`src/pkg/wwg_defs.svh`:
```
/*
 Offsets, field positions, reset values and timing counts of the windowed watchdog guard.
 Assumes AHB-Lite byte addressing with one 32-bit word per register.
*/
`ifndef WWG_DEFS_SVH
`define WWG_DEFS_SVH

// Register indices; byte address is four times the index
`define WWG_IDX_CTRL 10'h00c
`define WWG_IDX_TEST_A 10'h00d
`define WWG_IDX_TEST_B 10'h00e
`define WWG_IDX_KEY 10'h00f
`define WWG_IDX_CLK_PICK 10'h010
`define WWG_IDX_STATUS 10'h011

// Control register fields
`define WWG_BIT_WINDOW 7
`define WWG_BIT_STOP_DBG 6
`define WWG_BIT_WMASK 5
`define WWG_RATE_OFF 3'h0

// Service keys
`define WWG_KEY_FIRST 8'h55
`define WWG_KEY_SECOND 8'haa

// Period exponents for rate codes 7 down to 1
`define WWG_EXP_SLOW {5'd24, 5'd23, 5'd22, 5'd20, 5'd18, 5'd16, 5'd14}
`define WWG_EXP_FAST {5'd17, 5'd16, 5'd15, 5'd13, 5'd11, 5'd9, 5'd7}
`define WWG_EXP_LONGEST 5'd24
`define WWG_EXP_FLOOR 5'd2

// Reset value and counter width
`define WWG_TEST_RESET 8'h00
`define WWG_CNT_W 25

`endif

```
`src/pkg/wwg_pkg.sv`:
```
/*
 Types of the windowed watchdog guard.
 Assumes wwg_defs.svh is on the include path.
*/
package wwg_pkg;
	`include "wwg_defs.svh"

	// Captured AHB-Lite address phase
	typedef struct packed {
		logic valid;
		logic write;
		logic [9:0] idx;
	} wwg_addr_phase_t;

	// Software-visible control state
	typedef struct packed {
		logic window_watch_mode;
		logic stop_in_debug;
		logic [2:0] timeout_rate_select;
	} wwg_ctrl_t;

	// Counting-clock selection
	typedef struct packed {
		logic watch_clk_pick_hi;
		logic watch_clk_pick_lo;
	} wwg_clk_pick_t;
endpackage

```
`src/wwg_top.sv`:
```
/*
 Windowed watchdog guard: control, service key, test registers and the timeout counter,
 behind an AHB-Lite slave. Assumes counting clocks arrive as one-cycle tick strobes
 synchronous to clk, and that the system reset generator acts on wd_reset_pulse.
*/
`include "wwg_defs.svh"

module wwg_top #(
	parameter int unsigned EXP_TRIM = 0 // Shortens every period by this many powers of two, but never below four counts
) (
	input wire logic clk, // System clock, 125 MHz
	input wire logic nrst, // Asynchronous reset, active low
	input wire logic hsel, // Slave select
	input wire logic [31:0] haddr, // Byte address
	input wire logic [1:0] htrans, // Transfer type
	input wire logic hwrite, // Write when high
	input wire logic [2:0] hsize, // Transfer size, word only
	input wire logic [31:0] hwdata, // Write data
	input wire logic hready, // Bus ready
	output logic hreadyout, // Slave ready, never stalls
	output logic hresp, // Always OKAY
	output logic [31:0] hrdata, // Read data, registered
	input wire logic special_mode, // Device runs in special mode
	input wire logic background_debug, // Background debug active
	input wire logic stop_mode, // Full or pseudo stop
	input wire logic osc_locked_status, // Oscillator lock status
	input wire logic internal_rc_tick, // Internal RC clock strobe
	input wire logic crystal_tick, // Crystal clock strobe
	input wire logic autonomous_tick, // Autonomous clock strobe
	input wire logic flash_load, // Pulse: load control from flash
	input wire logic [2:0] flash_rate, // Rate value from flash
	input wire logic flash_window, // Window value from flash
	output logic periodic_tick_halt, // Halt request to periodic tick
	output logic wd_reset_pulse // One-cycle system reset request
);
	import wwg_pkg::*;

	wwg_addr_phase_t aph_reg;
	wwg_ctrl_t ctrl_reg;
	wwg_clk_pick_t pick_reg;
	logic once_used_reg;
	logic armed_reg;
	logic half_div_reg;
	logic lock_prev_reg;
	logic [7:0] test_a_reg;
	logic [7:0] test_b_reg;
	logic [`WWG_CNT_W-1:0] cnt_reg;
	logic wr_go;
	logic [7:0] wbyte;
	logic wmask;
	logic enabled;
	logic debug_force;
	logic window_eff;
	logic [4:0] period_exp;
	logic [`WWG_CNT_W-1:0] period_last;
	logic [`WWG_CNT_W-1:0] window_open;
	logic in_window;
	logic src_tick;
	logic halted;
	logic cnt_tick;
	logic expiry;
	logic ctrl_restart;
	logic pick_restart;
	logic key_restart;
	logic key_fault;
	logic restart;
	logic [4:0] exp_raw;

	// Register file needs no wait states, so the slave is always ready
	assign hreadyout = 1'b1;
	assign hresp = 1'b0;

	// Address phase capture; only word transfers are expected
	always_ff @(posedge clk or negedge nrst) begin
		if (!nrst) begin
			aph_reg <= '0;
		end else if (hready) begin
			aph_reg.valid <= hsel && htrans[1];
			aph_reg.write <= hwrite;
			aph_reg.idx <= haddr[11:2];
		end
	end

	assign wr_go = aph_reg.valid && aph_reg.write;
	assign wbyte = hwdata[7:0];
	assign wmask = wbyte[`WWG_BIT_WMASK];

	// Read data is registered from the address phase; unmapped words read zero
	always_ff @(posedge clk or negedge nrst) begin
		if (!nrst) begin
			hrdata <= '0;
		end else if (hready && hsel && htrans[1] && !hwrite) begin
			case (haddr[11:2])
				`WWG_IDX_CTRL: hrdata <= {24'h000000, ctrl_reg.window_watch_mode,
					ctrl_reg.stop_in_debug, 3'h0, ctrl_reg.timeout_rate_select};
				`WWG_IDX_TEST_A: hrdata <= {24'h000000, test_a_reg};
				`WWG_IDX_TEST_B: hrdata <= {24'h000000, test_b_reg};
				`WWG_IDX_KEY: hrdata <= 32'h00000000;
				`WWG_IDX_CLK_PICK: hrdata <= {30'h00000000, pick_reg};
				`WWG_IDX_STATUS: hrdata <= {cnt_reg[23:0], 4'h0, in_window, enabled,
					once_used_reg, armed_reg};
				default: hrdata <= 32'h00000000;
			endcase
		end
	end

	// Control register: mode-dependent write permissions
	always_ff @(posedge clk or negedge nrst) begin
		if (!nrst) begin
			ctrl_reg <= '0;
			once_used_reg <= 1'b0;
		end else if (flash_load) begin
			ctrl_reg.timeout_rate_select <= flash_rate;
			ctrl_reg.window_watch_mode <= flash_window;
		end else if (wr_go && aph_reg.idx == `WWG_IDX_CTRL) begin
			if (special_mode) begin
				ctrl_reg.stop_in_debug <= wbyte[`WWG_BIT_STOP_DBG];
				if (!wmask) begin
					ctrl_reg.window_watch_mode <= wbyte[`WWG_BIT_WINDOW];
					ctrl_reg.timeout_rate_select <= wbyte[2:0];
				end
			end else begin
				if (wbyte[`WWG_BIT_STOP_DBG]) begin
					ctrl_reg.stop_in_debug <= 1'b1;
				end
				// Zero values change nothing but still use the one write
				if (!wmask && !once_used_reg) begin
					once_used_reg <= 1'b1;
					if (wbyte[2:0] != `WWG_RATE_OFF) begin
						ctrl_reg.timeout_rate_select <= wbyte[2:0];
					end
					if (wbyte[`WWG_BIT_WINDOW]) begin
						ctrl_reg.window_watch_mode <= 1'b1;
					end
				end
			end
		end
	end

	// Restart causes from control writes and flash load
	always_comb begin
		ctrl_restart = 1'b0;
		if (flash_load) begin
			ctrl_restart = flash_rate != `WWG_RATE_OFF;
		end else if (wr_go && aph_reg.idx == `WWG_IDX_CTRL) begin
			if (special_mode) begin
				ctrl_restart = 1'b1;
			end else begin
				ctrl_restart = (wbyte[`WWG_BIT_STOP_DBG] && !ctrl_reg.stop_in_debug) ||
					(!wmask && !once_used_reg &&
					(wbyte[2:0] != `WWG_RATE_OFF || wbyte[`WWG_BIT_WINDOW]));
			end
		end
	end

	// Clock pick register and oscillator lock loss
	always_ff @(posedge clk or negedge nrst) begin
		if (!nrst) begin
			pick_reg <= '0;
			lock_prev_reg <= 1'b0;
		end else begin
			lock_prev_reg <= osc_locked_status;
			if (wr_go && aph_reg.idx == `WWG_IDX_CLK_PICK) begin
				pick_reg <= wbyte[1:0];
			end
		end
	end

	assign pick_restart = (wr_go && aph_reg.idx == `WWG_IDX_CLK_PICK &&
		wbyte[1:0] != pick_reg) || (lock_prev_reg && !osc_locked_status &&
		!pick_reg.watch_clk_pick_hi && pick_reg.watch_clk_pick_lo);

	// Factory test registers: writes ignored outside special mode
	always_ff @(posedge clk or negedge nrst) begin
		if (!nrst) begin
			test_a_reg <= `WWG_TEST_RESET;
			test_b_reg <= `WWG_TEST_RESET;
		end else if (wr_go && special_mode) begin
			if (aph_reg.idx == `WWG_IDX_TEST_A) begin
				test_a_reg <= wbyte;
			end
			if (aph_reg.idx == `WWG_IDX_TEST_B) begin
				test_b_reg <= wbyte;
			end
		end
	end

	// Period selection
	assign enabled = ctrl_reg.timeout_rate_select != `WWG_RATE_OFF;
	assign debug_force = enabled && background_debug && !ctrl_reg.stop_in_debug &&
		special_mode;
	assign window_eff = ctrl_reg.window_watch_mode && !debug_force;

	always_comb begin
		logic [34:0] slow_tab;
		logic [34:0] fast_tab;
		slow_tab = `WWG_EXP_SLOW;
		fast_tab = `WWG_EXP_FAST;
		exp_raw = `WWG_EXP_LONGEST;
		if (debug_force) begin
			exp_raw = `WWG_EXP_LONGEST;
		end else if (enabled) begin
			if (pick_reg.watch_clk_pick_hi) begin
				exp_raw = fast_tab[5*(ctrl_reg.timeout_rate_select-3'h1) +: 5];
			end else begin
				exp_raw = slow_tab[5*(ctrl_reg.timeout_rate_select-3'h1) +: 5];
			end
		end
		// Trim only shortens simulation; the floor keeps a quarter meaningful
		if (exp_raw >= 5'(EXP_TRIM) + `WWG_EXP_FLOOR) begin
			period_exp = exp_raw - 5'(EXP_TRIM);
		end else begin
			period_exp = `WWG_EXP_FLOOR;
		end
	end

	assign period_last = (`WWG_CNT_W'(1) << period_exp) - `WWG_CNT_W'(1);
	assign window_open = `WWG_CNT_W'(3) << (period_exp - 5'd2);
	assign in_window = cnt_reg >= window_open;

	// Count clock: autonomous strobe halved by a toggle
	always_ff @(posedge clk or negedge nrst) begin
		if (!nrst) begin
			half_div_reg <= 1'b0;
		end else if (autonomous_tick) begin
			half_div_reg <= !half_div_reg;
		end
	end

	always_comb begin
		if (pick_reg.watch_clk_pick_hi) begin
			src_tick = autonomous_tick && half_div_reg;
		end else if (pick_reg.watch_clk_pick_lo) begin
			src_tick = crystal_tick;
		end else begin
			src_tick = internal_rc_tick;
		end
	end

	// Stop halts the counter unless the autonomous clock drives it
	assign halted = (ctrl_reg.stop_in_debug && background_debug) ||
		(stop_mode && !pick_reg.watch_clk_pick_hi);
	assign periodic_tick_halt = ctrl_reg.stop_in_debug && background_debug;
	assign cnt_tick = enabled && src_tick && !halted;
	// At or beyond the last count, so a period shortened when debug force ends still expires
	assign expiry = cnt_tick && cnt_reg >= period_last;

	// Service key decoding
	always_comb begin
		key_fault = 1'b0;
		key_restart = 1'b0;
		if (wr_go && aph_reg.idx == `WWG_IDX_KEY && enabled) begin
			if (wbyte != `WWG_KEY_FIRST && wbyte != `WWG_KEY_SECOND) begin
				key_fault = 1'b1;
			end else if (window_eff && !in_window) begin
				key_fault = 1'b1;
			end else if (wbyte == `WWG_KEY_SECOND && armed_reg) begin
				key_restart = 1'b1;
			end
		end
	end

	// First key arms; repeats keep it armed; a restart disarms
	always_ff @(posedge clk or negedge nrst) begin
		if (!nrst) begin
			armed_reg <= 1'b0;
		end else if (restart || wd_reset_pulse) begin
			armed_reg <= 1'b0;
		end else if (wr_go && aph_reg.idx == `WWG_IDX_KEY && enabled && !key_fault &&
			wbyte == `WWG_KEY_FIRST) begin
			armed_reg <= 1'b1;
		end
	end

	assign restart = ctrl_restart || pick_restart || key_restart;

	// Timeout counter
	always_ff @(posedge clk or negedge nrst) begin
		if (!nrst) begin
			cnt_reg <= '0;
		end else if (restart || wd_reset_pulse || expiry || !enabled) begin
			cnt_reg <= '0;
		end else if (cnt_tick) begin
			cnt_reg <= cnt_reg + `WWG_CNT_W'(1);
		end
	end

	// Reset request is a single registered pulse
	always_ff @(posedge clk or negedge nrst) begin
		if (!nrst) begin
			wd_reset_pulse <= 1'b0;
		end else begin
			wd_reset_pulse <= !wd_reset_pulse && (expiry || key_fault);
		end
	end
endmodule

```
`config.mk`:
```
export PLATFORM = sky130hd
export DESIGN_NAME = wwg_top
export DESIGN_NICKNAME = d
export VERILOG_FILES = /design/src/pkg/wwg_pkg.sv /design/src/wwg_top.sv
export VERILOG_INCLUDE_DIRS = /design/src /design/src/pkg
export SDC_FILE = /design/constraint.sdc
export NUM_CORES = 1
export LEC_CHECK = 0
export ABC_CLOCK_PERIOD_IN_PS = 8400
export BUFFER_PORTS_ARGS = -buffer_cell sky130_fd_sc_hd__buf_2
export CAP_MARGIN = 20
export CORE_UTILIZATION = 55
export CTS_BUF_LIST = sky130_fd_sc_hd__clkbuf_2
export DETAILED_ROUTE_END_ITERATION = 12
export GPL_ROUTABILITY_DRIVEN = 1
export PLACE_DENSITY = 0.78
export RECOVER_POWER = 100
export SKIP_LAST_GASP = 1
export SYNTH_ARGS = -nofsm -noshare
export SYNTH_HDL_FRONTEND = slang
export SYNTH_SLANG_ARGS = --single-unit
```
`constraint.sdc`:
```
create_clock -name clk -period 8.4 [get_ports clk]
set_input_delay 0.42 -clock clk [delete_from_list [all_inputs] [get_ports clk]]
set_output_delay 0.42 -clock clk [all_outputs]
set_load 0.02 [all_outputs]
```
# Word level (Yosys, flattened, before mapping)
# Cells that the tools add are included.
[totals] register_bits=97 latch_bits=0 mem_bits_rw=0 romBits=0 in_bits=86 word_cells=151 memories=0
[classes] n_addsub=4 n_mul=1 n_div=0 n_lt_le_gt_ge=3 eq_ne=16 shifts=4 mux=32 bitwise=2 n_reduce_logical=72
[op_table] operator="$pmux W32 S5" count=1
[op_table] operator="$eq A10 B4 Y1 const B" count=7
[op_table] operator="$shiftx A35 B33 Y5 const A" count=2
[op_table] operator="$ge A25 B25 Y1" count=2
[op_table] operator="$mux W25" count=2
[op_table] operator="$logic_and A1 B1 Y1" count=33
[op_table] operator="$eq A10 B5 Y1 const B" count=3
[op_table] operator="$mux W5" count=6
[op_table] operator="$add A25 B1 Y25 const B" count=1
[op_table] operator="$shl A1 B5 Y25 const A" count=1
[op_table] operator="$shl A2 B5 Y25 const A" count=1
[op_table] operator="$sub A25 B2 Y25 const B" count=1
[op_table] operator="$mux W1" count=19
[op_table] operator="$reduce_bool A3 Y1" count=6
[op_table] operator="$logic_not A1 Y1" count=13
[op_table] operator="$mux W3" count=4
[op_table] operator="$reduce_and A4 Y1" count=3
[op_table] operator="$logic_or A1 B1 Y1" count=10
[op_table] operator="$eq A8 B7 Y1 const B" count=1
[op_table] operator="$eq A8 B8 Y1 const B" count=1
[op_table] operator="$mul A4 B4 Y8 const A" count=1
[op_table] operator="$ne A8 B7 Y1 const B" count=1
[op_table] operator="$ne A8 B8 Y1 const B" count=1
[op_table] operator="$reduce_bool A2 Y1" count=4
[op_table] operator="other kinds (8)" count=10

# Longest topological paths before layout
# Gate-level depths: netlist (run 1).
[depth] word_depth=21 ltp_mapped=38 depth_no_buf=33

# Worst setup path before layout (run 1)
# OpenSTA, ideal clock, no wires.
[synth_timing] kind="reg-to-reg" start="reg ctrl_reg[0] (netlist bit)" end="reg cnt_reg[10]" setup_ns=0.134 t_arrival_ns=7.050 required_ns=8.266 slack_ns=1.216 path_stages_with_launch=35 path_buffers=5 period_less_slack_ns=7.184 cell_sequence="dfrtp_1 > buf_2 > clkinv_1 > ha_1 > xor2_1 > ha_1 > inv_1 > fa_1 > inv_1 > fa_1 > clkbuf_1 > nand4b_1 > or4_1 > a21oi_1 > nor2_2 > inv_4 > nor3_2 > a2111o_1 > ha_1 > clkbuf_1 > nand3_1 > ha_1 > buf_2 > nand3_1 > o32a_1 > ha_1 > nand2_1 > or2_2 > o31ai_1 > a21o_1 > a211o_1 > nand2_1 > nand3_1 > clkbuf_1 > nor3_1"
[synth_between] elab_chain_cells=21 elab_cells_between_ends=37
[synth_lines] element="from (decl)" line="wwg_top.sv:39" text="wwg_ctrl_t ctrl_reg;"
[synth_lines] element="$sub A3 B1 Y4" line="wwg_top.sv:204, wwg_top.sv:206"
[synth_lines] element="$mul A4 B4 Y8" line="wwg_top.sv:204, wwg_top.sv:206"
[synth_lines] element="$shiftx A35 B33 Y5, on equally long branches" line="wwg_top.sv:206, wwg_top.sv:204"
[synth_lines] element="$mux W5" line="wwg_top.sv:203" text="if (pick_reg.watch_clk_pick_hi) begin"
[synth_lines] element="$mux W5" line="wwg_top.sv:202" text="end else if (enabled) begin"
[synth_lines] element="$mux W5" line="wwg_top.sv:200" text="if (debug_force) begin"
[synth_lines] element="$ge A5 B2 Y1 (no line)"
[synth_lines] element="$mux W5" line="wwg_top.sv:210" text="if (exp_raw >= 5'(EXP_TRIM) + `WWG_EXP_FLOOR) begin"
[synth_lines] element="[... 3 more ...]"
[synth_lines] element="$logic_not A1 Y1" line="wwg_top.sv:255" text="end else if (window_eff && !in_window) begin"
[synth_lines] element="$logic_and A1 B1 Y1" line="wwg_top.sv:255"
[synth_lines] element="$mux W1" line="wwg_top.sv:255"
[synth_lines] element="$mux W1" line="wwg_top.sv:253" text="if (wbyte != `WWG_KEY_FIRST && wbyte != `WWG_KEY_SECOND) begin"
[synth_lines] element="$mux W1" line="wwg_top.sv:252" text="if (wr_go && aph_reg.idx == `WWG_IDX_KEY && enabled) begin"
[synth_lines] element="$logic_or A1 B1 Y1" line="wwg_top.sv:275" text="assign restart = ctrl_restart || pick_restart || key_restart;"
[synth_lines] element="$logic_or A1 B1 Y1 (3 in a row)" line="wwg_top.sv:281" text="end else if (restart || wd_reset_pulse || expiry || !enabled) begin"
[synth_lines] element="$mux W25 or $reduce_bool A2 Y1 (tied branches)"
[synth_lines] element="to (signal assigned)" line="wwg_top.sv:284" text="cnt_reg <= cnt_reg + `WWG_CNT_W'(1);"
[synth_lines] element="to (decl)" line="wwg_top.sv:47" text="logic [`WWG_CNT_W-1:0] cnt_reg;"
# Several ways; a longest one is shown, not always the timed one.
# A chain may end at the register's enable or synchronous reset.

# Worst setup path after layout (run 1)
[layout_timing] start="reg ctrl_reg[0] (netlist bit)" end="reg cnt_reg[14]"
# The elaborated chain is that of the path after synthesis.

==> results of run 1 <==
-- cell usage after synthesis (all sizes together) (3+ instances only) --
library cell / instances / share of area
a21o: 16 / 0.016
nand3: 29 / 0.020
xnor2: 14 / 0.017
nand4: 16 / 0.014
o21ai: 37 / 0.025
a22oi: 8 / 0.0081
o31ai: 13 / 0.013
nand4b: 5 / 0.0059
nand3b: 4 / 0.0041
a21oi: 47 / 0.033
xor2: 22 / 0.026
o311ai: 5 / 0.0059
dfrtp: 97 / 0.33
ha: 64 / 0.11
and3: 8 / 0.0068
or4: 5 / 0.0051
and4: 4 / 0.0047
nor4: 5 / 0.0051
or2: 8 / 0.0068
o21a: 12 / 0.012
buf: 23 / 0.017
a211o: 5 / 0.0059
nor2: 50 / 0.026
nand2b: 13 / 0.011
and2: 11 / 0.0093
o22ai: 3 / 0.0025
a221oi: 3 / 0.0044
nor3b: 4 / 0.0041
or3: 5 / 0.0042
nor3: 45 / 0.031
a211oi: 12 / 0.012
nand2: 82 / 0.042
a22o: 26 / 0.031
clkbuf: 27 / 0.014
mux2i: 6 / 0.0081
mux2: 27 / 0.041
nor2b: 12 / 0.010
inv: 19 / 0.010
a31oi: 4 / 0.0034
-- cell usage in the layout (no fill, tap or decap), drive strengths merged, types with 13 or more instances in the layout --
cell type and instances:
nor3 45, clkbuf 47, nand2b 13, o21ai 37, o31ai 13, a21oi 47, nand3 29, nor2 50
xnor2 14, buf 41, nand4 16, mux2 27, nand2 82, a22o 26, a21o 16, dfrtp 97
ha 64, xor2 22, inv 22
-- cell families (layout without fill, tap and decap cells) --
family,after synthesis,in the layout
XOR/XNOR,36,36
buffers and inverters,70,118
AO/OA/AOI/OAI,220,220
AND/OR/NAND/NOR,309,309
other,2,3
adder cells (fa/ha/maj),67,67
flip-flops,97,97
multiplexers,33,33
-- layout make-up --
| type | instances | area, um^2 | share of cell area |
|---|---|---|---|
| Tap cell | 176 | 220.2 | 0.02771 |
| Clock inverter | 7 | 75.07 | 0.009446 |
| Multi-Input combinational cell | 667 | 4691 | 0.5902 |
| Antenna cell | 1 | 2.502 | 0.0003149 |
| Sequential cell | 97 | 2427 | 0.3054 |
| Clock buffer | 9 | 45.04 | 0.005668 |
| Timing Repair Buffer | 82 | 405.4 | 0.05101 |
| Inverter | 20 | 81.33 | 0.01023 |
-- final timing paths --
path / endpoint / slack [ns] / cells after the start
setup reg to reg: cnt_reg[14] / 0.58 / 33
setup / recovery: cnt_reg[14] / 0.58 / 33
hold / removal: aph_reg[11] / 0.06 / 3
min in group asynchronous: cnt_reg[7] / 0.89 / 2
hold reg to reg: half_div_reg / 0.49 / 1
max in group asynchronous: test_a_reg[7] / 3.74 / 3
-- metal layers --
layer,track usage,routed length [um],vias up
met5,0,0,-
met4,0.08013,293,0
met3,0.03634,1127,32
met2,0.4353,8553,277
met1,0.4074,8720,3275
li1,-,-,3183
-- worst min-delay path: cells and delay by family --
kind                   cells  cell delay, ns
buffers and inverters      1            0.09
AO/OA/AOI/OAI              1            0.07
AND/OR/NAND/NOR            1            0.05
-- stage by stage --
step	std cells	utilization	setup WS [ns]	hold slack [ns]
4_1_cts	1057	0.6043	0.2401	0.007256
5_1_grt	1059	0.6025	0.01828	0.02923
6_report	1059	0.6025	0.5792	0.05692
3_3_place_gp	1037	0.5917	0.3339	0.4053
3_5_place_dp	1038	0.5929	0.3085	0.4050
2_1_floorplan	834	-	1.216	0.1244
-- what timing repair did --
| action | 4_1_cts | 5_1_grt |
|---|---|---|
| hold endpoints to repair | 39 | 0 |
| hold buffers | 3 | 0 |
| endpoints found under the setup margin | 0 | 26 |
| resized for setup | 0 | 7 |
-- power breakdown --
group,internal [mW],total (mW),switching (mW)
clock,0.0718,0.236,0.164
combinational,0.490,1.30,0.805
sequential,0.482,0.497,0.0149
==> run_results.csv, run 1 <==
group,metric,value,unit
drt,routed_wl,18690,um
yosys,avgSynthCellArea,8.875,um^2
place,port_buffers,69,
clocking,clk_latency,0.58,ns
place,hpwl,13700,um
clocking,cts_tree,"yes",
grt,antenna_found_initial,1,
flow_run,max-cap-violations,2,
critical_path,cp.arrival,8.31,ns
sta,rsz0062_at_grt,"no",
critical_path,critical_path_buf_inv_count,5,
clocking,clockBufferDepth,2,
grt,track_usage,0.2800,
critical_path,start_kind,"flip-flop",
clocking,clk_pin_slew,0.29,ns
power_and_ir_drop,irDropWorstVdd,0.1256,mV
sta,hold_viol_final,0,
yosys,synth-simple-area-share,0.2126,
drt,vias,6767,
drt,viasPerCell,6.390,
critical_path,crit_path_start,"ctrl_reg[0]",
die,io_pins,122,
critical_path,cp_max_fo,25,
hold_path,min-delay-start,"htrans[1]",
sta,max_clock_freq,127.9,MHz
clocking,cts_sinks,97,
place,routabilityCongestion,0.9434,
cells_and_area,drive_above_1_share,0.1190,
yosys,synth_fa_ha_area_frac,0.1149,
critical_path,worst_path_most_repeated_cell,"ha_1",
grt,grt_pass1_vias,6351,
cells_and_area,final_nets,1029,
clocking,root_buffer,"clkbuf_2",
grt,grt_overflow,0,
clocking,numCtsBuffers,9,
yosys,syn-num-nets,986,
yosys,yosys_most_used_dff,"dfrtp_1",
yosys,synth-compound-area-share,0.2108,
die,initial_utilization,0.5612,
hold_path,worstHoldPathType,"input pin to flip-flop",
drt,wire_per_inst,17.65,um
clocking,h-tree-depth,3,
critical_path,critical_path.max_stage_delay,0.74,ns
outcome,failed_checks,"design-rule violations, max-capacitance violations, max-slew violations",
yosys,synth_xor_area_frac,0.04260,
cells_and_area,area_delta_synth_final,7.370,%
yosys,synth_top_family_by_area,"simple AND/OR/NAND/NOR gates",
power_and_ir_drop,p_leak,3.548,nW
yosys,muxShareOfSynthArea,0.04919,
place,dpl_cell_area,0.007820,mm^2
die,die-area,0.01393,mm^2
cells_and_area,fin_area,0.007948,mm^2
critical_path,slowest_stage,"fa_1",
sta,post-route-min-period,7.821,ns
drt,drt_iter0_markers,717,
sta,skew,0.03575,ns
cells_and_area,fillCellCount,1170,
drt,drt_pre_antenna_iters,9,
drt,ant_nets,0,
yosys,synth-seq-cells,97,
sta,setup_tns,0,ns
yosys,synthCells,834,
sta,period_share,0.9310,
die,die_w,118.0,um
grt,grt_first_pass_wirelength,31630,um
sta,worst_pin_slew,3.160,ns
power_and_ir_drop,p_total,2.028,mW
critical_path,cp.required,8.89,ns
sta,slew_viol_final,100,
die,dieHeight,118.0,um
power_and_ir_drop,power_density,255.1,mW/mm^2
grt,grt_max_degree,61,
critical_path,critPathCaptureType,"flip-flop",
sta,slew_headroom,-1.107,
yosys,synthArstFlopShare,1.000,
outcome,outcome,"finished with violations",
yosys,syn_area,0.007402,mm^2
sta,final-setup-viol-count,0,
cells_and_area,largest_reg_flops,32,
yosys,synth_edf_count,0,
die,core,0.01319,mm^2
critical_path,cp_top_family,"adder cells",
yosys,ys_warn_count,0,
clocking,postCtsSetupBuffers,0,
die,row_count,42,
critical_path,r2r_start,"ctrl_reg[0]",
yosys,synth-seq-area-share,0.3279,
yosys,yosysUniqueCellTypes,79,
drt,drcViolationCount,2,
critical_path,crit_type,"flip-flop to flip-flop",
No activity file was read; power rests on OpenSTA's default activity.
==> run 2: changes to the inputs <==
--- a/config.mk
+++ b/config.mk
@@ -9,11 +9,11 @@
 export ABC_CLOCK_PERIOD_IN_PS = 8400
 export BUFFER_PORTS_ARGS = -buffer_cell sky130_fd_sc_hd__buf_2
 export CAP_MARGIN = 20
-export CORE_UTILIZATION = 55
+export CORE_UTILIZATION = 59
 export CTS_BUF_LIST = sky130_fd_sc_hd__clkbuf_2
 export DETAILED_ROUTE_END_ITERATION = 12
 export GPL_ROUTABILITY_DRIVEN = 1
-export PLACE_DENSITY = 0.78
+export PLACE_DENSITY = 0.83
 export RECOVER_POWER = 100
 export SKIP_LAST_GASP = 1
 export SYNTH_ARGS = -nofsm -noshare
==> run_results.csv, run 2 (synthesized netlist as in run 1, its figures left out) <==
group,metric,value,unit
outcome,outcome,"finished with violations",
outcome,failed_checks,"max-capacitance violations, max-slew violations",
cells_and_area,layout_common_cells,"97 x dfrtp_1, 82 x nand2_1, 63 x ha_1, 48 x nor2_1",
place,dpl_cell_area,0.007795,mm^2
power_and_ir_drop,power_density,264.0,mW/mm^2
critical_path,worst_path_most_repeated_cell,"ha_1",
grt,grt_first_pass_wirelength,31350,um
critical_path,slowest_stage,"fa_1",
power_and_ir_drop,p_leak,3.587,nW
die,die_w,114.0,um
clocking,numCtsBuffers,9,
grt,track_usage,0.3033,
sta,max_clock_freq,128.3,MHz
die,io_pins,122,
drt,drt_iter0_markers,763,
die,initial_utilization,0.6112,
sta,setup_tns,0,ns
drt,viasPerCell,6.441,
die,dieHeight,114.0,um
sta,final-setup-viol-count,0,
cells_and_area,largest_reg_flops,32,
critical_path,critical_path_buf_inv_count,5,
sta,rsz0062_at_grt,"no",
drt,ant_nets,0,
sta,hold_viol_final,0,
clocking,clockBufferDepth,2,
critical_path,critPathCaptureType,"flip-flop",
drt,drcViolationCount,0,
place,port_buffers,69,
sta,worst_pin_slew,2.557,ns
critical_path,cp.arrival,8.30,ns
critical_path,cp.required,8.91,ns
die,core,0.01211,mm^2
grt,grt_pass1_vias,6417,
clocking,h-tree-depth,3,
cells_and_area,antenna-diode-count,0,
hold_path,worstHoldPathType,"input pin to flip-flop",
critical_path,r2r_slack,0.60,ns
clocking,postCtsSetupBuffers,0,
cells_and_area,fin_area,0.008000,mm^2
place,routabilityCongestion,0.9390,
critical_path,cp_top_family,"simple AND/OR/NAND/NOR gates",
cells_and_area,final_nets,1028,
sta,slew_viol_final,100,
sta,post-route-min-period,7.795,ns
clocking,cts_sinks,97,
die,die-area,0.01300,mm^2
critical_path,start_kind,"flip-flop",
drt,routed_wl,18850,um
critical_path,crit_type,"flip-flop to flip-flop",
power_and_ir_drop,irDropWorstVdd,0.1737,mV
grt,grt_max_degree,50,
clocking,clk_latency,0.58,ns
clocking,root_buffer,"clkbuf_2",
sta,skew,0.02770,ns
clocking,cts_tree,"yes",
place,hpwl,13860,um
die,row_count,40,
drt,wire_per_inst,17.97,um
flow_run,max-cap-violations,2,
cells_and_area,drive_above_1_share,0.1192,
drt,drt_pre_antenna_iters,5,
critical_path,critical_path.max_stage_delay,0.56,ns
drt,vias,6757,
sta,period_share,0.9280,
clocking,clk_pin_slew,0.27,ns
critical_path,cp_max_fo,25,
grt,grt_overflow,0,
cells_and_area,final_common_cell,"dfrtp_1",
cells_and_area,area_delta_synth_final,8.080,%
sta,slew_headroom,-0.7047,
grt,antenna_found_initial,0,
-- run 2: cell types whose count changed in the layout (fill, tap and decap cells not counted) --
cell / delta
bufinv_16: +3
clkbuf_1: -2
clkinvlp_4: -2
buf_2: +1
clkinv_2: -1
diode_2: -1
nor2_1: +1
nor2_2: -1
-- run 2: final timing paths --
path | cells after the start | startpoint | end
max | 35 | ctrl_reg[0] | cnt_reg[21]
min | 2 | haddr[9] | aph_reg[7]
max reg2reg | 35 | ctrl_reg[0] | cnt_reg[21]
min reg2reg | 1 | half_div_reg | half_div_reg
max in group asynchronous | 3 | nrst | hrdata[9]
min in group asynchronous | 2 | nrst | aph_reg[7]
-- run 2: per-layer routing --
layer  global-route usage  routed length (um)  up-vias
met3              0.03348                 955       40
met5                    0                   0        -
met4               0.1056                 398        0
met1               0.4332                8629     3283
li1                     -                   -     3175
met2               0.4800                8865      259
-- run 2: power by group --
| group | switching, mW | internal, mW | leakage (nW) | total [mW] |
|---|---|---|---|---|
| Sequential | 0.0147 | 0.482 | 1.31 | 0.497 |
| Clock | 0.165 | 0.162 | 0.109 | 0.328 |
| Combinational | 0.801 | 0.487 | 2.17 | 1.29 |
| Total | 0.981 | 1.13 | 3.59 | 2.11 |
-- run 2: layout make-up --
cell class,count,area [um^2]
multi-input combinational,667,4688
fill,1041,4111
sequential,97,2427
timing repair buffer,81,402.9
tap,168,210.2
clock inverter,7,148.9
inverter,20,77.57
clock buffer,9,45.04
-- run 2: timing repair --
item	in CTS	in global routing
gates resized for setup	0	5
endpoints found under the setup margin	0	26
hold endpoints to repair	50	0
hold buffers	3	0
-- run 2: worst reg2reg max path: cells and delay by family, from the launching register on --
family	cells	cell delay [ns]
flip-flops	1	0.41
buffers and inverters	5	0.81
AND/OR/NAND/NOR	14	2.55
adder cells (fa/ha/maj)	7	2.42
AO/OA/AOI/OAI	8	1.28
XOR/XNOR	1	0.24
-- run 2: through the flow --
step / total power, mW / util / cells / hold WS (ns) / setup slack (ns)
after floorplan: 1.486 / - / 834 / 0.1244 / 1.216
after global placement: 1.730 / 0.6436 / 1029 / 0.4554 / 0.4248
after detailed placement: 1.754 / 0.6436 / 1029 / 0.4637 / 0.3895
after CTS: 2.082 / 0.6621 / 1048 / 0.04120 / 0.3164
after global routing: 2.267 / 0.6605 / 1049 / 0.02568 / 0.04457
final: 2.112 / 0.6605 / 1049 / 0.05774 / 0.6046
==> run 3: changes to the inputs <==
--- a/config.mk
+++ b/config.mk
@@ -6,14 +6,14 @@
 export SDC_FILE = /design/constraint.sdc
 export NUM_CORES = 1
 export LEC_CHECK = 0
-export ABC_CLOCK_PERIOD_IN_PS = 8400
+export ABC_CLOCK_PERIOD_IN_PS = 6900
 export BUFFER_PORTS_ARGS = -buffer_cell sky130_fd_sc_hd__buf_2
 export CAP_MARGIN = 20
-export CORE_UTILIZATION = 59
+export CORE_UTILIZATION = 54
 export CTS_BUF_LIST = sky130_fd_sc_hd__clkbuf_2
 export DETAILED_ROUTE_END_ITERATION = 12
 export GPL_ROUTABILITY_DRIVEN = 1
-export PLACE_DENSITY = 0.83
+export PLACE_DENSITY = 0.8
 export RECOVER_POWER = 100
 export SKIP_LAST_GASP = 1
 export SYNTH_ARGS = -nofsm -noshare
==> constraint.sdc (replaced) <==
create_clock -name clk -period 6.9 [get_ports clk]
set_input_delay 0.345 -clock clk [delete_from_list [all_inputs] [get_ports clk]]
set_output_delay 0.345 -clock clk [all_outputs]
set_load 0.02 [all_outputs]
==> run_results.csv, run 3 (synthesized netlist as in run 1, its figures left out) <==
group,metric,value,unit
outcome,outcome,"finished with violations",
outcome,failed_checks,"max-capacitance violations, max-slew violations",
die,die_w,119.1,um
drt,viasPerCell,6.304,
cells_and_area,final_nets,1083,
die,initial_utilization,0.5567,
critical_path,cp_top_family,"compound AO/OA/AOI/OAI gates",
critical_path,crit_path_start,"ctrl_reg[0]",
place,routabilityCongestion,0.9430,
place,dp_slack,0.02962,ns
power_and_ir_drop,power_density,332.5,mW/mm^2
sta,post-route-min-period,6.768,ns
sta,skew,0.03533,ns
power_and_ir_drop,swShare,0.4640,
cells_and_area,area_delta_synth_final,17.34,%
clocking,clk_pin_slew,0.28,ns
grt,grt_pass1_vias,6522,
sta,hold_viol_final,0,
cells_and_area,final-instance-count-excl-fill,1112,
die,dieHeight,119.1,um
critical_path,critical_path_buf_inv_count,7,
clocking,numCtsBuffers,9,
sta,final-setup-viol-count,0,
sta,worst_slack,0.1317,ns
sta,period_share,0.9809,
cells_and_area,largest_reg_flops,32,
power_and_ir_drop,power.switching,1.340,mW
drt,drcViolationCount,0,
critical_path,r2r_start,"ctrl_reg[0]",
cells_and_area,drive_above_1_share,0.2009,
clocking,clockBufferDepth,2,
sta,max_clock_freq,147.7,MHz
drt,drt_pre_antenna_iters,7,
cells_and_area,antenna-diode-count,0,
critical_path,cp_max_fo,8,
place,dpl_cell_area,0.008070,mm^2
sta,worst_pin_slew,3.781,ns
power_and_ir_drop,pwr-share-seq,0.209,
die,row_count,42,
grt,antenna_found_initial,0,
drt,wire_per_inst,18.29,um
hold_path,worstHoldPathType,"input pin to flip-flop",
power_and_ir_drop,clkPwrFrac,0.100,
critical_path,cp.arrival,7.23,ns
hold_path,min-delay-start,"hwdata[4]",
sta,hold_ws,0.05079,ns
critical_path,start_kind,"flip-flop",
grt,grt_first_pass_wirelength,32330,um
clocking,h-tree-depth,3,
flow_run,max-cap-violations,1,
grt,track_usage,0.2820,
drt,ant_nets,0,
place,port_buffers,69,
clocking,cts_tree,"yes",
clocking,cts_sinks,97,
power_and_ir_drop,p_leak,3.886,nW
drt,routed_wl,20340,um
critical_path,critPathCaptureType,"flip-flop",
sta,slew_viol_final,73,
critical_path,crit_type,"flip-flop to flip-flop",
sta,slew_headroom,-1.521,
die,io_pins,122,
cells_and_area,fin_area,0.008686,mm^2
clocking,root_buffer,"clkbuf_2",
die,core,0.01330,mm^2
critical_path,cp.required,7.36,ns
cells_and_area,final_common_cell,"dfrtp_1",
power_and_ir_drop,irDropWorstVdd,0.1634,mV
place,placed_cells,1071,
drt,vias,7010,
critical_path,slowest_stage,"fa_1",
cells_and_area,fillCellCount,1083,
cells_and_area,layout_common_cells,"97 x dfrtp_1, 79 x nand2_1, 58 x ha_1, 45 x nor2_1, 42 x buf_4",
die,die-area,0.01418,mm^2
drt,drt_iter0_markers,775,
critical_path,worst_path_most_repeated_cell,"ha_1",
power_and_ir_drop,internal_power,1.548,mW
clocking,clk_latency,0.57,ns
grt,grt_overflow,0,
critical_path,critical_path.max_stage_delay,0.57,ns
place,hpwl,13970,um
grt,grt_max_degree,82,
power_and_ir_drop,combinationalPowerShare,0.691,
==> run 3: timing repair <==
action,CTS,global route
hold endpoints to repair,25,3
hold buffers,11,3
gates resized for setup,2,69
setup endpoints to repair,25,28
pin swaps,0,23
setup buffers,0,7
cloned,0,3
==> run 3: layer usage <==
metal	part of all wire	GRT usage	vias to the layer above
met5	0	0	-
met4	0.023	0.09256	0
met3	0.050	0.02586	45
met2	0.47	0.4455	255
met1	0.46	0.4061	3431
li1	-	-	3279
==> run 3: area by class of cell <==
type,count,area [um^2],share of cell area
Timing Repair Buffer,136,897.1,0.1033
Clock buffer,9,45.04,0.005186
Multi-Input combinational cell,667,4942,0.5690
Tap cell,176,220.2,0.02535
Sequential cell,97,2427,0.2795
Inverter,20,78.83,0.009075
Clock inverter,7,75.07,0.008643
==> run 3: power groups by stage <==
stage               Combinational, mW  Sequential (mW)  Clock (mW)
global route                     2.17            0.607       0.313
finish                           2.00            0.603       0.289
floorplan                        1.20            0.608           0
detailed placement               1.69            0.611           0
CTS                              1.71            0.602       0.290
global placement                 1.66            0.610           0
==> run 3: per-stage QoR <==
stage / setup TNS [ns] / utilization / power [mW]
floorplan: 0 / - / 1.810
global placement: 0 / 0.6055 / 2.275
detailed placement: 0 / 0.6070 / 2.300
CTS: 0 / 0.6248 / 2.598
global route: -1.506 / 0.6533 / 3.094
finish: 0 / 0.6533 / 2.888
==> run 3: final timing paths <==
check,end,slack [ns],depth (start not counted)
worst max-delay path,cnt_reg[10],0.13,32
worst min-delay path,test_b_reg[4],0.05,2
worst max register to register,cnt_reg[10],0.13,32
worst min register to register,half_div_reg,0.49,1
max in group asynchronous,hrdata[16],1.91,4
min in group asynchronous,aph_reg[7],0.38,2
